$ cat src/srt_pkg.sv
// package: register map, field layout and timing constants of the timer
package srt_pkg;

    // ************************************************************
    // register indices and byte addresses
    // ************************************************************
    localparam logic [3:0] ADDR_TIMER_CONTROL   = 4'h0;
    localparam logic [3:0] ADDR_IRQ_CONTROL     = 4'h4;
    localparam logic [3:0] ADDR_PERIPH_ENABLES  = 4'h8;
    localparam logic [3:0] ADDR_PERIPH_FLAGS    = 4'hc;
    localparam int         ADDR_W               = 6;
    localparam logic [5:0] ADDR_COUNT_HIGH      = 6'h10;
    localparam logic [5:0] ADDR_COUNT_LOW       = 6'h14;
    localparam logic [5:0] ADDR_IRQ_STATUS      = 6'h18;
    localparam logic [5:0] ADDR_IRQ_CLEAR       = 6'h1c;
    localparam logic [5:0] ADDR_IRQ_ENABLE      = 6'h20;
    localparam logic [5:0] ADDR_SLEEP           = 6'h24;

    // ************************************************************
    // field positions and reset values
    // ************************************************************
    localparam int         POS_COUNT_ON         = 0;
    localparam int         POS_CLOCK_SOURCE     = 1;
    localparam int         POS_DIVIDE_LO        = 4;
    localparam logic [7:0] MASK_TIMER_CONTROL   = 8'h33;
    localparam int         POS_GLOBAL_IRQ_EN    = 7;
    localparam int         POS_PERIPH_IRQ_EN    = 6;
    localparam int         POS_ROLLOVER         = 0;
    localparam logic [7:0] RESET_TIMER_CONTROL  = 8'h00;
    localparam logic [7:0] RESET_BYTE           = 8'h00;
    localparam logic [15:0] COUNT_MAX           = 16'hffff;

    // ************************************************************
    // timing: instruction clock is the system clock divided by four
    // ************************************************************
    localparam int SYS_CLOCK_MHZ   = 8;
    localparam int INSN_CLOCK_MHZ  = 2;
    localparam int INSN_DIVIDE     = SYS_CLOCK_MHZ / INSN_CLOCK_MHZ;
    localparam logic [1:0] INSN_LAST = 2'(INSN_DIVIDE - 1);

    typedef struct packed {
        logic [1:0] input_divide_select;
        logic       clock_source_select;
        logic       count_on;
    } srt_control_t;

    typedef enum logic [1:0] {
        SRT_DIV_1 = 2'h0,
        SRT_DIV_2 = 2'h1,
        SRT_DIV_4 = 2'h2,
        SRT_DIV_8 = 2'h3
    } srt_divide_t;

endpackage : srt_pkg

$ cat src/srt_timer.sv
// file: sixteen bit rollover timer with avalon-mm register slave
//
// The Avalon-MM register port and the address map are this design's own decisions.
`timescale 1ns/100ps

// Contract
// [RULE_01] select bit one counts system clock ticks, zero counts instruction ticks.
// [RULE_02] divide field 00..11 divides selected ticks by 1, 2, 4, 8.
// [RULE_03] prescale counter is hidden; any count byte write clears it.
// [RULE_04] sixteen bit count goes upward and wraps from ffff to 0000.
// [RULE_05] every wrap sets the rollover flag in the peripheral flags.
// [RULE_06] interrupt only with count on, rollover, peripheral, global enables set; the irq output needs only irq_status and irq_enable.
// [RULE_07] rollover flag stays set until software clears it.
// [RULE_08] software should clear count and flag before enabling the interrupt.
// [RULE_09] control bits 7-6 and 3-2 read zero and ignore writes.
// [RULE_10] no counting during sleep; rollover never wakes the device.
// [RULE_11] counting happens only while count on is set.
// [RULE_12] a count byte write replaces that byte of the live count.
// [RULE_13] with count on clear, count holds and flag is not set.
// [RULE_14] control register resets to zero: stopped, instruction clock, divide one.
module srt_timer (
    // clock and reset
    input  wire logic        clk,
    input  wire logic        rst,
    // avalon-mm slave
    input  wire logic [5:0]  avs_address,
    input  wire logic        avs_read,
    input  wire logic        avs_write,
    input  wire logic [31:0] avs_writedata,
    input  wire logic [3:0]  avs_byteenable,
    output logic      [31:0] avs_readdata,
    output logic             avs_waitrequest,
    output logic      [1:0]  avs_response,
    // device state
    input  wire logic        sleep_req,
    // interrupts
    output logic             rollover_irq,
    output logic             irq
);

    // ************************************************************
    // state
    // ************************************************************
    srt_pkg::srt_control_t ctl, next_ctl;
    logic [7:0]  irq_control, next_irq_control;
    logic [7:0]  periph_enables, next_periph_enables;
    logic        rollover_flag, next_rollover_flag;
    logic [15:0] count, next_count;
    logic [2:0]  prescale, next_prescale;
    logic [1:0]  insn_phase, next_insn_phase;
    logic        irq_status, next_irq_status;
    logic        irq_enable, next_irq_enable;
    logic        asleep, next_asleep;
    logic        ack, next_ack;
    logic [31:0] rdata, next_rdata;
    logic        err, next_err;
    logic        tick, pre_done, inc, wrap, wr, rd, hit;
    logic [2:0]  div_last;

    // ************************************************************
    // bus decode: one wait cycle, answer on the second edge
    // ************************************************************
    assign wr  = avs_write & ~ack & avs_byteenable[0];
    assign rd  = avs_read & ~ack;
    assign avs_waitrequest = (avs_read | avs_write) & ~ack;
    assign avs_readdata    = rdata;
    assign avs_response    = err ? 2'h2 : 2'h0;

    always_comb begin
        hit = 1'b1;
        next_rdata = 32'h0;
        case (avs_address)
            6'(srt_pkg::ADDR_TIMER_CONTROL):
                next_rdata[7:0] = {2'h0, ctl.input_divide_select, 2'h0,
                                   ctl.clock_source_select,
                                   ctl.count_on}; // RULE_09
            6'(srt_pkg::ADDR_IRQ_CONTROL):    next_rdata[7:0] = irq_control;
            6'(srt_pkg::ADDR_PERIPH_ENABLES): next_rdata[7:0] = periph_enables;
            6'(srt_pkg::ADDR_PERIPH_FLAGS):
                next_rdata[srt_pkg::POS_ROLLOVER] = rollover_flag;
            srt_pkg::ADDR_COUNT_HIGH: next_rdata[7:0] = count[15:8];
            srt_pkg::ADDR_COUNT_LOW:  next_rdata[7:0] = count[7:0];
            srt_pkg::ADDR_IRQ_STATUS: next_rdata[0] = irq_status;
            srt_pkg::ADDR_IRQ_CLEAR:  next_rdata = 32'h0;
            srt_pkg::ADDR_IRQ_ENABLE: next_rdata[0] = irq_enable;
            srt_pkg::ADDR_SLEEP:      next_rdata[0] = asleep;
            default:                  hit = 1'b0;
        endcase
        if (!rd) begin
            next_rdata = rdata;
        end
        next_ack = (avs_read | avs_write) & ~ack;
        next_err = (avs_read | avs_write) & ~ack ? ~hit : err;
    end

    // ************************************************************
    // clock select and hidden prescaler
    // ************************************************************
    always_comb begin
        next_insn_phase = insn_phase + 2'h1;
        if (insn_phase == srt_pkg::INSN_LAST) begin
            next_insn_phase = 2'h0;
        end
        tick = ctl.clock_source_select ? 1'b1
                                       : (insn_phase == srt_pkg::INSN_LAST); // RULE_01
        case (srt_pkg::srt_divide_t'(ctl.input_divide_select)) // RULE_02
            srt_pkg::SRT_DIV_1: div_last = 3'h0;
            srt_pkg::SRT_DIV_2: div_last = 3'h1;
            srt_pkg::SRT_DIV_4: div_last = 3'h3;
            srt_pkg::SRT_DIV_8: div_last = 3'h7;
            default:            div_last = 3'h0;
        endcase
        pre_done = (prescale >= div_last);
        inc = ctl.count_on & ~asleep & tick & pre_done; // RULE_10 RULE_11 RULE_13
        wrap = inc & (count == srt_pkg::COUNT_MAX);
        next_prescale = prescale;
        if (ctl.count_on && !asleep && tick) begin
            next_prescale = pre_done ? 3'h0 : prescale + 3'h1;
        end
        if (wr && (avs_address == srt_pkg::ADDR_COUNT_HIGH
                || avs_address == srt_pkg::ADDR_COUNT_LOW)) begin
            next_prescale = 3'h0; // RULE_03
        end
    end

    // ************************************************************
    // count and registers
    // ************************************************************
    always_comb begin
        next_ctl = ctl;
        next_irq_control = irq_control;
        next_periph_enables = periph_enables;
        next_irq_enable = irq_enable;
        next_asleep = sleep_req;
        next_count = inc ? count + 16'h1 : count; // RULE_04
        next_rollover_flag = rollover_flag;
        next_irq_status = irq_status;
        if (wr) begin
            case (avs_address)
                6'(srt_pkg::ADDR_TIMER_CONTROL):
                    next_ctl = {avs_writedata[5:4], avs_writedata[1:0]}; // RULE_09
                6'(srt_pkg::ADDR_IRQ_CONTROL):
                    next_irq_control = avs_writedata[7:0];
                6'(srt_pkg::ADDR_PERIPH_ENABLES):
                    next_periph_enables = avs_writedata[7:0];
                6'(srt_pkg::ADDR_PERIPH_FLAGS):
                    next_rollover_flag = avs_writedata[srt_pkg::POS_ROLLOVER]; // RULE_07
                srt_pkg::ADDR_COUNT_HIGH:
                    next_count[15:8] = avs_writedata[7:0]; // RULE_12
                srt_pkg::ADDR_COUNT_LOW:
                    next_count[7:0] = avs_writedata[7:0]; // RULE_12
                srt_pkg::ADDR_IRQ_CLEAR:
                    if (avs_writedata[0]) next_irq_status = 1'b0;
                srt_pkg::ADDR_IRQ_ENABLE:
                    next_irq_enable = avs_writedata[0];
                default: ;
            endcase
        end
        if (wrap) begin
            next_rollover_flag = 1'b1; // RULE_05
            next_irq_status = 1'b1;
        end
    end

    assign rollover_irq = ctl.count_on & rollover_flag
        & periph_enables[srt_pkg::POS_ROLLOVER]
        & irq_control[srt_pkg::POS_PERIPH_IRQ_EN]
        & irq_control[srt_pkg::POS_GLOBAL_IRQ_EN]; // RULE_06
    assign irq = irq_status & irq_enable;

    always_ff @(posedge clk or posedge rst) begin
        if (rst) begin
            ctl            <= srt_pkg::srt_control_t'(4'h0); // RULE_14
            irq_control    <= srt_pkg::RESET_BYTE;
            periph_enables <= srt_pkg::RESET_BYTE;
            rollover_flag  <= 1'b0;
            count          <= 16'h0000;
            prescale       <= 3'h0;
            insn_phase     <= 2'h0;
            irq_status     <= 1'b0;
            irq_enable     <= 1'b0;
            asleep         <= 1'b0;
            ack            <= 1'b0;
            rdata          <= 32'h0;
            err            <= 1'b0;
        end else begin
            ctl            <= next_ctl;
            irq_control    <= next_irq_control;
            periph_enables <= next_periph_enables;
            rollover_flag  <= next_rollover_flag;
            count          <= next_count;
            prescale       <= next_prescale;
            insn_phase     <= next_insn_phase;
            irq_status     <= next_irq_status;
            irq_enable     <= next_irq_enable;
            asleep         <= next_asleep;
            ack            <= next_ack;
            rdata          <= next_rdata;
            err            <= next_err;
        end
    end

    // ************************************************************
    // checks
    // ************************************************************
    a_wrap_to_zero: assert property (@(posedge clk) disable iff (rst) // RULE_04
        wrap && !wr |=> count == 16'h0000)
        else $error("count did not wrap to zero");
    a_wrap_sets_flag: assert property (@(posedge clk) disable iff (rst) // RULE_05
        wrap |=> rollover_flag)
        else $error("wrap did not set rollover flag");
    a_flag_sticky: assert property (@(posedge clk) disable iff (rst) // RULE_07
        rollover_flag && !(wr && avs_address == 6'(srt_pkg::ADDR_PERIPH_FLAGS))
        |=> rollover_flag)
        else $error("rollover flag dropped by itself");
    a_stopped_holds: assert property (@(posedge clk) disable iff (rst) // RULE_13
        !ctl.count_on && !wr |=> count == $past(count))
        else $error("count moved while stopped");
    a_sleep_holds: assert property (@(posedge clk) disable iff (rst) // RULE_10
        asleep && !wr |=> $stable(count))
        else $error("count moved during sleep");
    a_irq_gate: assert property (@(posedge clk) disable iff (rst) // RULE_06
        rollover_irq |-> ctl.count_on && irq_control[7] && irq_control[6]
        && periph_enables[0] && rollover_flag)
        else $error("rollover interrupt without all enables");
    a_fast_div1: assert property (@(posedge clk) disable iff (rst) // RULE_01
        ctl.count_on && ctl.clock_source_select
        && ctl.input_divide_select == 2'h0 && !asleep && !wr
        && $stable(ctl) |=> count == $past(count) + 16'h1)
        else $error("system clock divide one did not count");
    a_prescale_clear: assert property (@(posedge clk) disable iff (rst) // RULE_03
        wr && avs_address == srt_pkg::ADDR_COUNT_LOW |=> prescale == 3'h0)
        else $error("prescaler not cleared by count write");
    a_ctl_reserved: assert property (@(posedge clk) disable iff (rst) // RULE_09
        ack && avs_read && avs_address == 6'(srt_pkg::ADDR_TIMER_CONTROL)
        |-> (avs_readdata & ~32'(srt_pkg::MASK_TIMER_CONTROL)) == 32'h0)
        else $error("reserved control bits not zero");
    a_byte_write: assert property (@(posedge clk) disable iff (rst) // RULE_12
        wr && avs_address == srt_pkg::ADDR_COUNT_HIGH
        |=> count[15:8] == $past(avs_writedata[7:0]))
        else $error("high byte write not applied");

    // ************************************************************
    // count, prescale, flag, status, control reset and bus handshake checks
    // ************************************************************
    a_low_byte: assert property (@(posedge clk) disable iff (rst) // RULE_12
        wr && avs_address == srt_pkg::ADDR_COUNT_LOW
        |=> count[7:0] == $past(avs_writedata[7:0]))
        else $error("low byte write not applied");
    a_prescale_high: assert property (@(posedge clk) disable iff (rst) // RULE_03
        wr && avs_address == srt_pkg::ADDR_COUNT_HIGH |=> prescale == 3'h0)
        else $error("prescaler not cleared by high byte write");
    a_step_one: assert property (@(posedge clk) disable iff (rst) // RULE_04
        inc && !wr |=> count == $past(count) + 16'h1)
        else $error("count did not step by one");
    a_insn_tick: assert property (@(posedge clk) disable iff (rst) // RULE_01
        inc && !ctl.clock_source_select |-> insn_phase == srt_pkg::INSN_LAST)
        else $error("instruction clock step off its tick");
    a_div2_gap: assert property (@(posedge clk) disable iff (rst) // RULE_02
        inc && ctl.input_divide_select == 2'h1 && !wr |=> !inc)
        else $error("divide by two stepped twice in a row");
    a_div8_gap: assert property (@(posedge clk) disable iff (rst) // RULE_02
        inc && ctl.input_divide_select == 2'h3 && !wr |=> !inc)
        else $error("divide by eight stepped twice in a row");
    a_stop_no_flag: assert property (@(posedge clk) disable iff (rst) // RULE_13
        !ctl.count_on && !rollover_flag && !wr |=> !rollover_flag)
        else $error("flag set while stopped");
    a_prescale_hold: assert property (@(posedge clk) disable iff (rst) // RULE_11
        !ctl.count_on && !wr |=> $stable(prescale))
        else $error("prescaler moved while stopped");
    a_sleep_prescale: assert property (@(posedge clk) disable iff (rst) // RULE_10
        asleep && !wr |=> $stable(prescale))
        else $error("prescaler moved during sleep");
    a_sleep_no_flag: assert property (@(posedge clk) disable iff (rst) // RULE_10
        asleep && !rollover_flag && !wr |=> !rollover_flag)
        else $error("flag set during sleep");
    a_flag_write: assert property (@(posedge clk) disable iff (rst) // RULE_07
        wr && avs_address == 6'(srt_pkg::ADDR_PERIPH_FLAGS) && !wrap
        |=> rollover_flag == $past(avs_writedata[srt_pkg::POS_ROLLOVER]))
        else $error("software flag write not applied");
    a_status_sticky: assert property (@(posedge clk) disable iff (rst) // RULE_07
        irq_status && !(wr && avs_address == srt_pkg::ADDR_IRQ_CLEAR)
        |=> irq_status)
        else $error("status dropped without a clear");
    a_status_wrap: assert property (@(posedge clk) disable iff (rst) // RULE_05
        wrap |=> irq_status)
        else $error("wrap did not set status");
    a_reset_ctl: assert property (@(posedge clk) // RULE_14
        $fell(rst) |-> ctl.count_on == 1'b0 && ctl.clock_source_select == 1'b0
        && ctl.input_divide_select == 2'h0)
        else $error("control not zero after reset");
    a_wait_once: assert property (@(posedge clk) disable iff (rst)
        (avs_read || avs_write) && !ack |=> ack)
        else $error("request not answered after one wait");
    a_ack_single: assert property (@(posedge clk) disable iff (rst)
        ack |=> !ack)
        else $error("answer held longer than one cycle");

    c_wrap: cover property (@(posedge clk) disable iff (rst) wrap);
    c_irq: cover property (@(posedge clk) disable iff (rst) rollover_irq);
    c_div8: cover property (@(posedge clk) disable iff (rst)
        inc && ctl.input_divide_select == 2'h3);
    c_err: cover property (@(posedge clk) disable iff (rst) err && ack);
    c_sleep: cover property (@(posedge clk) disable iff (rst)
        asleep && ctl.count_on);

endmodule : srt_timer

$ cat config.mk
export PLATFORM = sky130hd
export DESIGN_NAME = srt_timer
export DESIGN_NICKNAME = d
export VERILOG_FILES = /design/src/srt_pkg.sv /design/src/srt_timer.sv
export SDC_FILE = /design/constraint.sdc
export NUM_CORES = 1
export LEC_CHECK = 0
export ABC_AREA = 1
export BUFFER_PORTS_ARGS = -buffer_cell sky130_fd_sc_hd__buf_2
export CAP_MARGIN = 20
export CORE_MARGIN = 2
export CORE_UTILIZATION = 40
export DETAILED_ROUTE_END_ITERATION = 8
export GPL_TIMING_DRIVEN = 1
export HOLD_SLACK_MARGIN = 0.08
export PLACE_DENSITY = 0.71
export SETUP_SLACK_MARGIN = 0.3
export SLEW_MARGIN = 20
export SYNTH_ARGS = -nofsm -noshare
export SYNTH_HDL_FRONTEND = slang
export SYNTH_SLANG_ARGS = --single-unit
$ cat constraint.sdc
create_clock -name clk -period 2.05 [get_ports clk]
set_input_delay 0.205 -clock clk [delete_from_list [all_inputs] [get_ports clk]]
set_output_delay 0.205 -clock clk [all_outputs]
set_load 0.1 [all_outputs]
==> results of run 1 <==
sequential cells by signal, summed over array words and instances, names as in the netlist:
signal	count
ack	1
asleep	1
avs_readdata	8
count	16
ctl	4
err	1
insn_phase	2
irq_control	8
irq_enable	1
irq_status	1
periph_enables	8
prescale	3
rollover_flag	1
where the power goes:
part	leakage (nW)	internal (mW)	switching [mW]	total, mW
sequential	0.688	1.19	0.110	1.30
clock	0.0402	0.239	0.376	0.615
combinational	1.38	0.223	0.725	0.949
critical path, cell delays in order, from the launching register on:
cell and delay, ns:
dfrtp_1 0.43, or2_4 0.27, ha_4 0.24, o21ai_4 0.21, nand2_4 0.15, nand2_8 0.14
nor2_4 0.06, nand2_1 0.06, nand2_1 0.06, nand3_2 0.06, nand2_1 0.05
what timing repair did:
item	4_1_cts	5_1_grt
gates cloned	1	0
pin swaps	5	12
endpoints found under the hold margin	22	0
setup endpoints to repair	20	20
resized for setup	10	27
hold buffers	2	0
buffers inserted	5	4
kinds of logic after synthesis:
| logic type | Yosys count |
|---|---|
| AOI/OAI and AO/OA | 70 |
| xor gates and xnor gates | 6 |
| adders and majority gates | 6 |
| buffers and inverters | 90 |
| DFF | 55 |
| other | 1 |
| and+or+nand+nor | 248 |
metrics by stage:
stage               area (sq um)  worst slack (ns)
detailed placement          3780            0.0438
global placement            3780            0.0647
finish                      4130             0.200
global route                4130             0.104
floorplan                   3690             0.303
CTS                         3990             0.272
cell type report:
cell class                      count  area share (%)
Multi-Input combinational cell    356            48.0
Sequential cell                    55            33.3
Timing Repair Buffer               50            7.99
Inverter                           57            5.24
Tap cell                          108            3.27
Clock buffer                        5            1.67
Clock inverter                      3           0.484
layout by cell type (no fill, tap or decap), drive strengths merged:
cell,Yosys,routed
dlygate4sd3,0,2
nor2,57,57
ha,6,6
nand4,8,8
nor3,4,4
buf,33,48
clkinv,0,1
or2,2,2
xnor2,1,1
clkinvlp,0,2
a21oi,11,11
nand3,35,35
clkbuf,0,5
o211ai,1,1
inv,57,57
o22ai,4,4
o21ai,53,53
nand2,142,143
xor2,5,5
conb,1,25
o31ai,1,1
dfrtp,55,55
final timing paths:
check | from | to | slack [ns]
max in group asynchronous | rst | count[9]$_DFF_PP0_ | 0.97
min reg2reg | insn_phase[0]$_DFF_PP0_ | insn_phase[0]$_DFF_PP0_ | 0.44
max | ctl[3]$_DFFE_PP0P_ | count[10]$_DFF_PP0_ | 0.20
max reg2reg | ctl[3]$_DFFE_PP0P_ | count[10]$_DFF_PP0_ | 0.20
min | avs_writedata[5] | count[5]$_DFF_PP0_ | 0.11
min in group asynchronous | rst | ack$_DFF_PP0_ | 0.48
metal layers:
metal | vias to the layer above | part of all wire, %
met3 | 10 | 3.4
met5 | - | 0
met4 | 0 | 1.3
met1 | 1499 | 45
met2 | 67 | 50
li1 | 1571 | -
==> metrics.txt, run 1 <==
# TYPE chip_impl_metric gauge
chip_impl_metric{name="synth.yosys.seq_area_share",unit="%"} 38.5
chip_impl_metric{name="final.setup_skew",unit="ns"} 0.00780
chip_impl_metric{name="wire_per_inst",unit="um"} 14.0
chip_impl_metric{name="antenna_found_initial",unit=""} 0
chip_impl_metric{name="muxShareOfSynthArea",unit="%"} 0
chip_impl_metric{name="period_share",unit="%"} 90.2
chip_impl_metric{name="yosys.cell_types.count",unit=""} 36
chip_impl_info{name="clk_root_buffer_cell",value="clkbuf_8"} 1
chip_impl_metric{name="maximum_number_of_pins_on_one_net_before_global_route_repair",unit=""} 25
chip_impl_metric{name="num-fill-cells",unit=""} 859
chip_impl_metric{name="cap_violations",unit=""} 0
chip_impl_metric{name="clock_tree.buffer_depth",unit=""} 2
chip_impl_metric{name="grt_pass1_wl",unit="mm"} 14.5
chip_impl_metric{name="post_drt_via_cell_ratio",unit=""} 4.96
chip_impl_info{name="hold_class",value="in2reg"} 1
chip_impl_metric{name="die-width",unit="um"} 98.6
chip_impl_metric{name="tot_gr_track_use",unit="%"} 18.4
chip_impl_metric{name="setup_viol",unit=""} 0
chip_impl_metric{name="route.vias.total",unit=""} 3147
chip_impl_metric{name="fp-row-count",unit=""} 34
chip_impl_metric{name="post-route-min-period",unit="ns"} 1.85
chip_impl_info{name="end_kind",value="flop"} 1
chip_impl_metric{name="synthSimpleGateAreaFrac",unit="%"} 32.9
chip_impl_metric{name="post_layout_nonfiller_instances",unit=""} 634
chip_impl_info{name="tritoncts_clock_tree",value="yes"} 1
chip_impl_metric{name="synthAdderAreaFrac",unit="%"} 2.10
chip_impl_metric{name="synth_edf_count",unit=""} 0
chip_impl_metric{name="grt.met3_usage",unit="%"} 2.55
chip_impl_metric{name="worst_ir_drop_vdd",unit="V"} 0.000344
chip_impl_metric{name="postLayoutCoreUtil",unit="%"} 47.6
chip_impl_metric{name="global_route.overflow_total",unit=""} 0
chip_impl_metric{name="synth-compound-area-share",unit="%"} 11.7
chip_impl_metric{name="reg2reg_depth",unit=""} 10
chip_impl_metric{name="drive_gt1_share",unit="%"} 24.0
chip_impl_metric{name="power_per_cell_area",unit="nW/um^2"} 693
chip_impl_metric{name="critPathMaxFanout",unit=""} 6
chip_impl_metric{name="finalWeightedCongestion",unit=""} 0.936
chip_impl_info{name="largest_family_of_logic_cells_by_synthesized_area",value="simple AND/OR/NAND/NOR gates"} 1
chip_impl_info{name="rsz0062_at_grt",value="true"} 1
chip_impl_metric{name="clock_insertion_delay_worst_skew",unit="ns"} 0.31
chip_impl_metric{name="design.core.area",unit="sq um"} 8680
chip_impl_metric{name="die_h",unit="um"} 98.6
chip_impl_metric{name="finish.net_count",unit=""} 578
chip_impl_metric{name="post_synth_xor_area_fraction",unit="%"} 1.47
chip_impl_metric{name="timing.hold.ws",unit="ns"} 0.112
chip_impl_metric{name="synth_area_per_cell",unit="sq um"} 7.51
chip_impl_metric{name="gr-usage-met1",unit="%"} 24.7
chip_impl_metric{name="maxSlewViolCount",unit=""} 0
chip_impl_metric{name="synth_seq_cells",unit=""} 55
chip_impl_metric{name="post_synth_instance_area",unit="sq um"} 3580
chip_impl_info{name="worstSetupStartpointType",value="flop"} 1
chip_impl_metric{name="route.antenna.remaining_nets",unit=""} 0
chip_impl_metric{name="firstDrtPassIters",unit=""} 4
chip_impl_metric{name="portBuffers",unit=""} 31
chip_impl_info{name="result_of_the_run",value="complete, no violations"} 1
chip_impl_metric{name="instance_count_after_placement_with_tap_cells_included",unit=""} 614
chip_impl_metric{name="hold_violations",unit=""} 0
chip_impl_metric{name="initial_utilization",unit="%"} 41.2
chip_impl_metric{name="critPathArrivalTime",unit="ns"} 2.06
chip_impl_metric{name="use_met2",unit="%"} 31.1
chip_impl_metric{name="num_antenna_cells",unit=""} 0
chip_impl_info{name="grt-busiest-layer",value="met2"} 1
chip_impl_info{name="largest_area_contributor_in_the_netlist",value="dfrtp_1"} 1
chip_impl_metric{name="report.power.total",unit="mW"} 2.86
chip_impl_metric{name="clkTransAtPathRegs",unit="ns"} 0.11
chip_impl_info{name="post-synth-top-count-cell",value="nand2_1"} 1
chip_impl_metric{name="worstMarginPinSlew",unit="ns"} 0.578
chip_impl_metric{name="cts.sinks",unit=""} 55
chip_impl_metric{name="post-route-drc-count",unit=""} 0
chip_impl_info{name="synth-main-ff-cell",value="dfrtp_1"} 1
chip_impl_metric{name="netlist.area_leader.share",unit="%"} 38.5
chip_impl_metric{name="seq_area",unit="sq um"} 1380
chip_impl_metric{name="fin_tns_setup",unit="ns"} 0
chip_impl_metric{name="first_global_vias",unit=""} 2909
chip_impl_metric{name="pin_count",unit=""} 84
chip_impl_info{name="synth.top_cells.by_area",value="dfrtp_1 38%, nand2_1 14%, buf_4 5.9%, inv_1 5.2%, o21ai_0 4.8%"} 1
chip_impl_info{name="synth_common_cells",value="137 x nand2_1, 55 x dfrtp_1, 50 x inv_1, 45 x nor2_1, 34 x o21ai_0"} 1
chip_impl_metric{name="cts.htree.levels",unit=""} 2
chip_impl_metric{name="multi_input_comb_area",unit="sq um"} 1990
chip_impl_metric{name="netlist_instances",unit=""} 476
chip_impl_metric{name="achievable-frequency",unit="GHz"} 0.541
chip_impl_metric{name="synthToLayoutAreaGrowth",unit="%"} 15.6
chip_impl_metric{name="worstHoldPathCells",unit=""} 3
chip_impl_metric{name="totalWireLength",unit="mm"} 8.90
chip_impl_metric{name="required",unit="ns"} 2.26
chip_impl_metric{name="leakage",unit="nW"} 2.11
chip_impl_metric{name="tritoncts.num_buffers",unit=""} 5
chip_impl_metric{name="die_area",unit="sq um"} 9710
chip_impl_metric{name="ys.warnings.count",unit=""} 0
chip_impl_metric{name="detailed_router_s_first_iteration_violation_count",unit=""} 237
chip_impl_metric{name="ys_async_sr_fraction",unit="%"} 100
chip_impl_info{name="critPathKind",value="reg2reg"} 1
chip_impl_metric{name="slew_headroom",unit="%"} 61.3
chip_impl_metric{name="hpwlAfterDp",unit="mm"} 6.43
No activity file was read; power rests on OpenSTA's default activity.
==> inputs of run 2 (changes only) <==
Settings changed: CORE_UTILIZATION 40 to 35, PLACE_DENSITY 0.71 to 0.65.
==> run 2 against run 1 <==
  * Cell count rose by 3.8%
  * Non-clock buffer count fell by 2
  * Via count is 1.7% higher
  * Combinational power up 2%
  * Sequential cell count unchanged
  * Final area up 1.3%
  * Worst hold slack worse by 0.010 ns
  * Register-to-register slack barely moved
  * Critical path type unchanged
  * Critical endpoint is now count[0]$_DFF_PP0_
  * Highest routed layer unchanged
==> metrics.txt, run 2 (synthesis results as in run 1) <==
# TYPE chip_impl_metric gauge
chip_impl_metric{name="worst_ir_drop_vdd",unit="V"} 0.000369
chip_impl_metric{name="tot_gr_track_use",unit="%"} 17.2
chip_impl_metric{name="cts.sinks",unit=""} 55
chip_impl_info{name="rsz0062_at_grt",value="true"} 1
chip_impl_metric{name="portBuffers",unit=""} 31
chip_impl_metric{name="leakage",unit="nW"} 2.12
chip_impl_metric{name="critPathArrivalTime",unit="ns"} 2.07
chip_impl_info{name="hold_class",value="in2reg"} 1
chip_impl_metric{name="fp-row-count",unit=""} 36
chip_impl_metric{name="clkTransAtPathRegs",unit="ns"} 0.11
chip_impl_metric{name="critPathMaxFanout",unit=""} 6
chip_impl_metric{name="post_drt_via_cell_ratio",unit=""} 4.86
chip_impl_metric{name="hold_violations",unit=""} 0
chip_impl_info{name="registers.top_by_ff_count",value="count"} 1
chip_impl_metric{name="route.antenna.remaining_nets",unit=""} 0
chip_impl_info{name="tritoncts_clock_tree",value="yes"} 1
chip_impl_metric{name="detailed_router_s_first_iteration_violation_count",unit=""} 203
chip_impl_info{name="mostFrequentLayoutCell",value="nand2_1"} 1
chip_impl_metric{name="wire_per_inst",unit="um"} 13.9
chip_impl_metric{name="required",unit="ns"} 2.26
chip_impl_metric{name="cts.htree.levels",unit=""} 2
chip_impl_info{name="result_of_the_run",value="complete, no violations"} 1
chip_impl_metric{name="dpl-instance-area",unit="sq um"} 3800
chip_impl_metric{name="achievable-frequency",unit="GHz"} 0.536
chip_impl_metric{name="first_global_vias",unit=""} 3078
chip_impl_metric{name="sw_share",unit="%"} 42.8
chip_impl_metric{name="tritoncts.num_buffers",unit=""} 5
chip_impl_metric{name="grt_pass1_wl",unit="mm"} 15.4
chip_impl_info{name="end_kind",value="flop"} 1
chip_impl_info{name="clk_root_buffer_cell",value="clkbuf_8"} 1
chip_impl_metric{name="route.vias.total",unit=""} 3199
chip_impl_metric{name="setup_viol",unit=""} 0
chip_impl_metric{name="final.setup_skew",unit="ns"} 0.0125
chip_impl_metric{name="maximum_number_of_pins_on_one_net_before_global_route_repair",unit=""} 26
chip_impl_metric{name="period_share",unit="%"} 91.0
chip_impl_metric{name="post-route-drc-count",unit=""} 0
chip_impl_metric{name="pin_count",unit=""} 84
chip_impl_metric{name="antenna_found_initial",unit=""} 0
chip_impl_metric{name="finalWeightedCongestion",unit=""} 0.886
chip_impl_metric{name="firstDrtPassIters",unit=""} 6
chip_impl_metric{name="die_area",unit="sq um"} 11000
chip_impl_metric{name="totalWireLength",unit="mm"} 9.13
chip_impl_info{name="critPathKind",value="reg2reg"} 1
chip_impl_metric{name="cap_violations",unit=""} 0
chip_impl_metric{name="design.core.area",unit="sq um"} 9860
chip_impl_metric{name="clock_insertion_delay_worst_skew",unit="ns"} 0.32
chip_impl_metric{name="global_route.overflow_total",unit=""} 0
chip_impl_metric{name="power_per_cell_area",unit="nW/um^2"} 694
chip_impl_metric{name="internal_power",unit="mW"} 1.66
chip_impl_metric{name="p_comb_share",unit="%"} 33.2
chip_impl_metric{name="post-route-cell-area",unit="sq um"} 4190
chip_impl_metric{name="post-route-min-period",unit="ns"} 1.86
chip_impl_metric{name="maxSlewViolCount",unit=""} 0
chip_impl_metric{name="die_h",unit="um"} 105
chip_impl_metric{name="initial_utilization",unit="%"} 36.3
chip_impl_metric{name="num_antenna_cells",unit=""} 0
chip_impl_metric{name="drive_gt1_share",unit="%"} 25.5
chip_impl_metric{name="pwr-share-seq",unit="%"} 44.9
chip_impl_metric{name="largest_register_ff_count",unit=""} 16
chip_impl_info{name="final_cell_mix",value="126 x nand2_1, 55 x dfrtp_1, 47 x inv_1"} 1
chip_impl_metric{name="clock_tree.buffer_depth",unit=""} 2
chip_impl_metric{name="hpwlAfterDp",unit="mm"} 6.58
chip_impl_metric{name="synthToLayoutAreaGrowth",unit="%"} 17.1
chip_impl_metric{name="fin_tns_setup",unit="ns"} 0
chip_impl_metric{name="netSwitchingPower",unit="mW"} 1.24
chip_impl_metric{name="finish.net_count",unit=""} 577
chip_impl_metric{name="power.share.clock",unit="%"} 21.9
chip_impl_metric{name="postLayoutCoreUtil",unit="%"} 42.4
chip_impl_info{name="worstSetupStartpointType",value="flop"} 1
chip_impl_metric{name="die-width",unit="um"} 105
[run 2: through the flow]
step                cells  hold slack (ns)  setup slack [ns]  power [mW]
floorplan             500            0.236             0.303        2.07
global placement      638            0.200            0.0620        2.21
detailed placement    638            0.206            0.0139        2.22
CTS                   654           0.0941             0.229        2.89
global route          658            0.112             0.107        3.07
finish                658            0.102             0.185        2.91
[run 2: timing repair]
action                     CTS  global route
gates cloned                 2             0
setup buffers                4             4
gates resized for setup     30            18
hold buffers                 2             0
pin swaps                   11            15
hold endpoints to repair    15             0
setup endpoints to repair   20            21
[run 2: layout make-up]
class / count / area (sq um)
multi-input combinational: 357 / 2030
clock buffer: 5 / 68.8
tap: 133 / 166
sequential: 55 / 1380
timing repair buffer: 48 / 303
clock inverter: 3 / 23.8
fill: 993 / 5680
inverter: 57 / 216
[run 2: metal layers]
metal  GRT usage (%)  up-vias  wire length (um)
li1                -     1564                 -
met1            22.8     1509              4100
met2            29.8      116              4470
met3            2.37       10               479
met4            3.62        0                85
met5               0        -                 0
[run 2: path summary, 6_finish.rpt]
check / start / end / slack, ns / depth (start not counted)
max: ctl[3]$_DFFE_PP0P_ / count[0]$_DFF_PP0_ / 0.19 / 8
max reg2reg: ctl[3]$_DFFE_PP0P_ / count[0]$_DFF_PP0_ / 0.19 / 8
min: avs_writedata[3] / count[11]$_DFF_PP0_ / 0.10 / 3
max in group asynchronous: rst / periph_enables[3]$_DFFE_PP0P_ / 0.99 / 4
min reg2reg: insn_phase[0]$_DFF_PP0_ / insn_phase[0]$_DFF_PP0_ / 0.43 / 1
min in group asynchronous: rst / periph_enables[6]$_DFFE_PP0P_ / 0.40 / 3
[run 2: critical path: stages, from the launching register on]
cell     delay [ns]
dfrtp_1        0.45
or2_4          0.26
ha_4           0.22
o21ai_4        0.21
nand2_4        0.14
nand2_8        0.13
buf_4          0.11
xor2_1         0.14
a21oi_1        0.08
[run 2: power by group through the flow]
stage / clock network (mW) / logic (mW) / registers (mW)
after floorplan: 0 / 0.676 / 1.40
after global placement: 0 / 0.889 / 1.32
after detailed placement: 0 / 0.898 / 1.32
after CTS: 0.653 / 0.937 / 1.30
after global routing: 0.697 / 1.06 / 1.32
final: 0.637 / 0.965 / 1.30
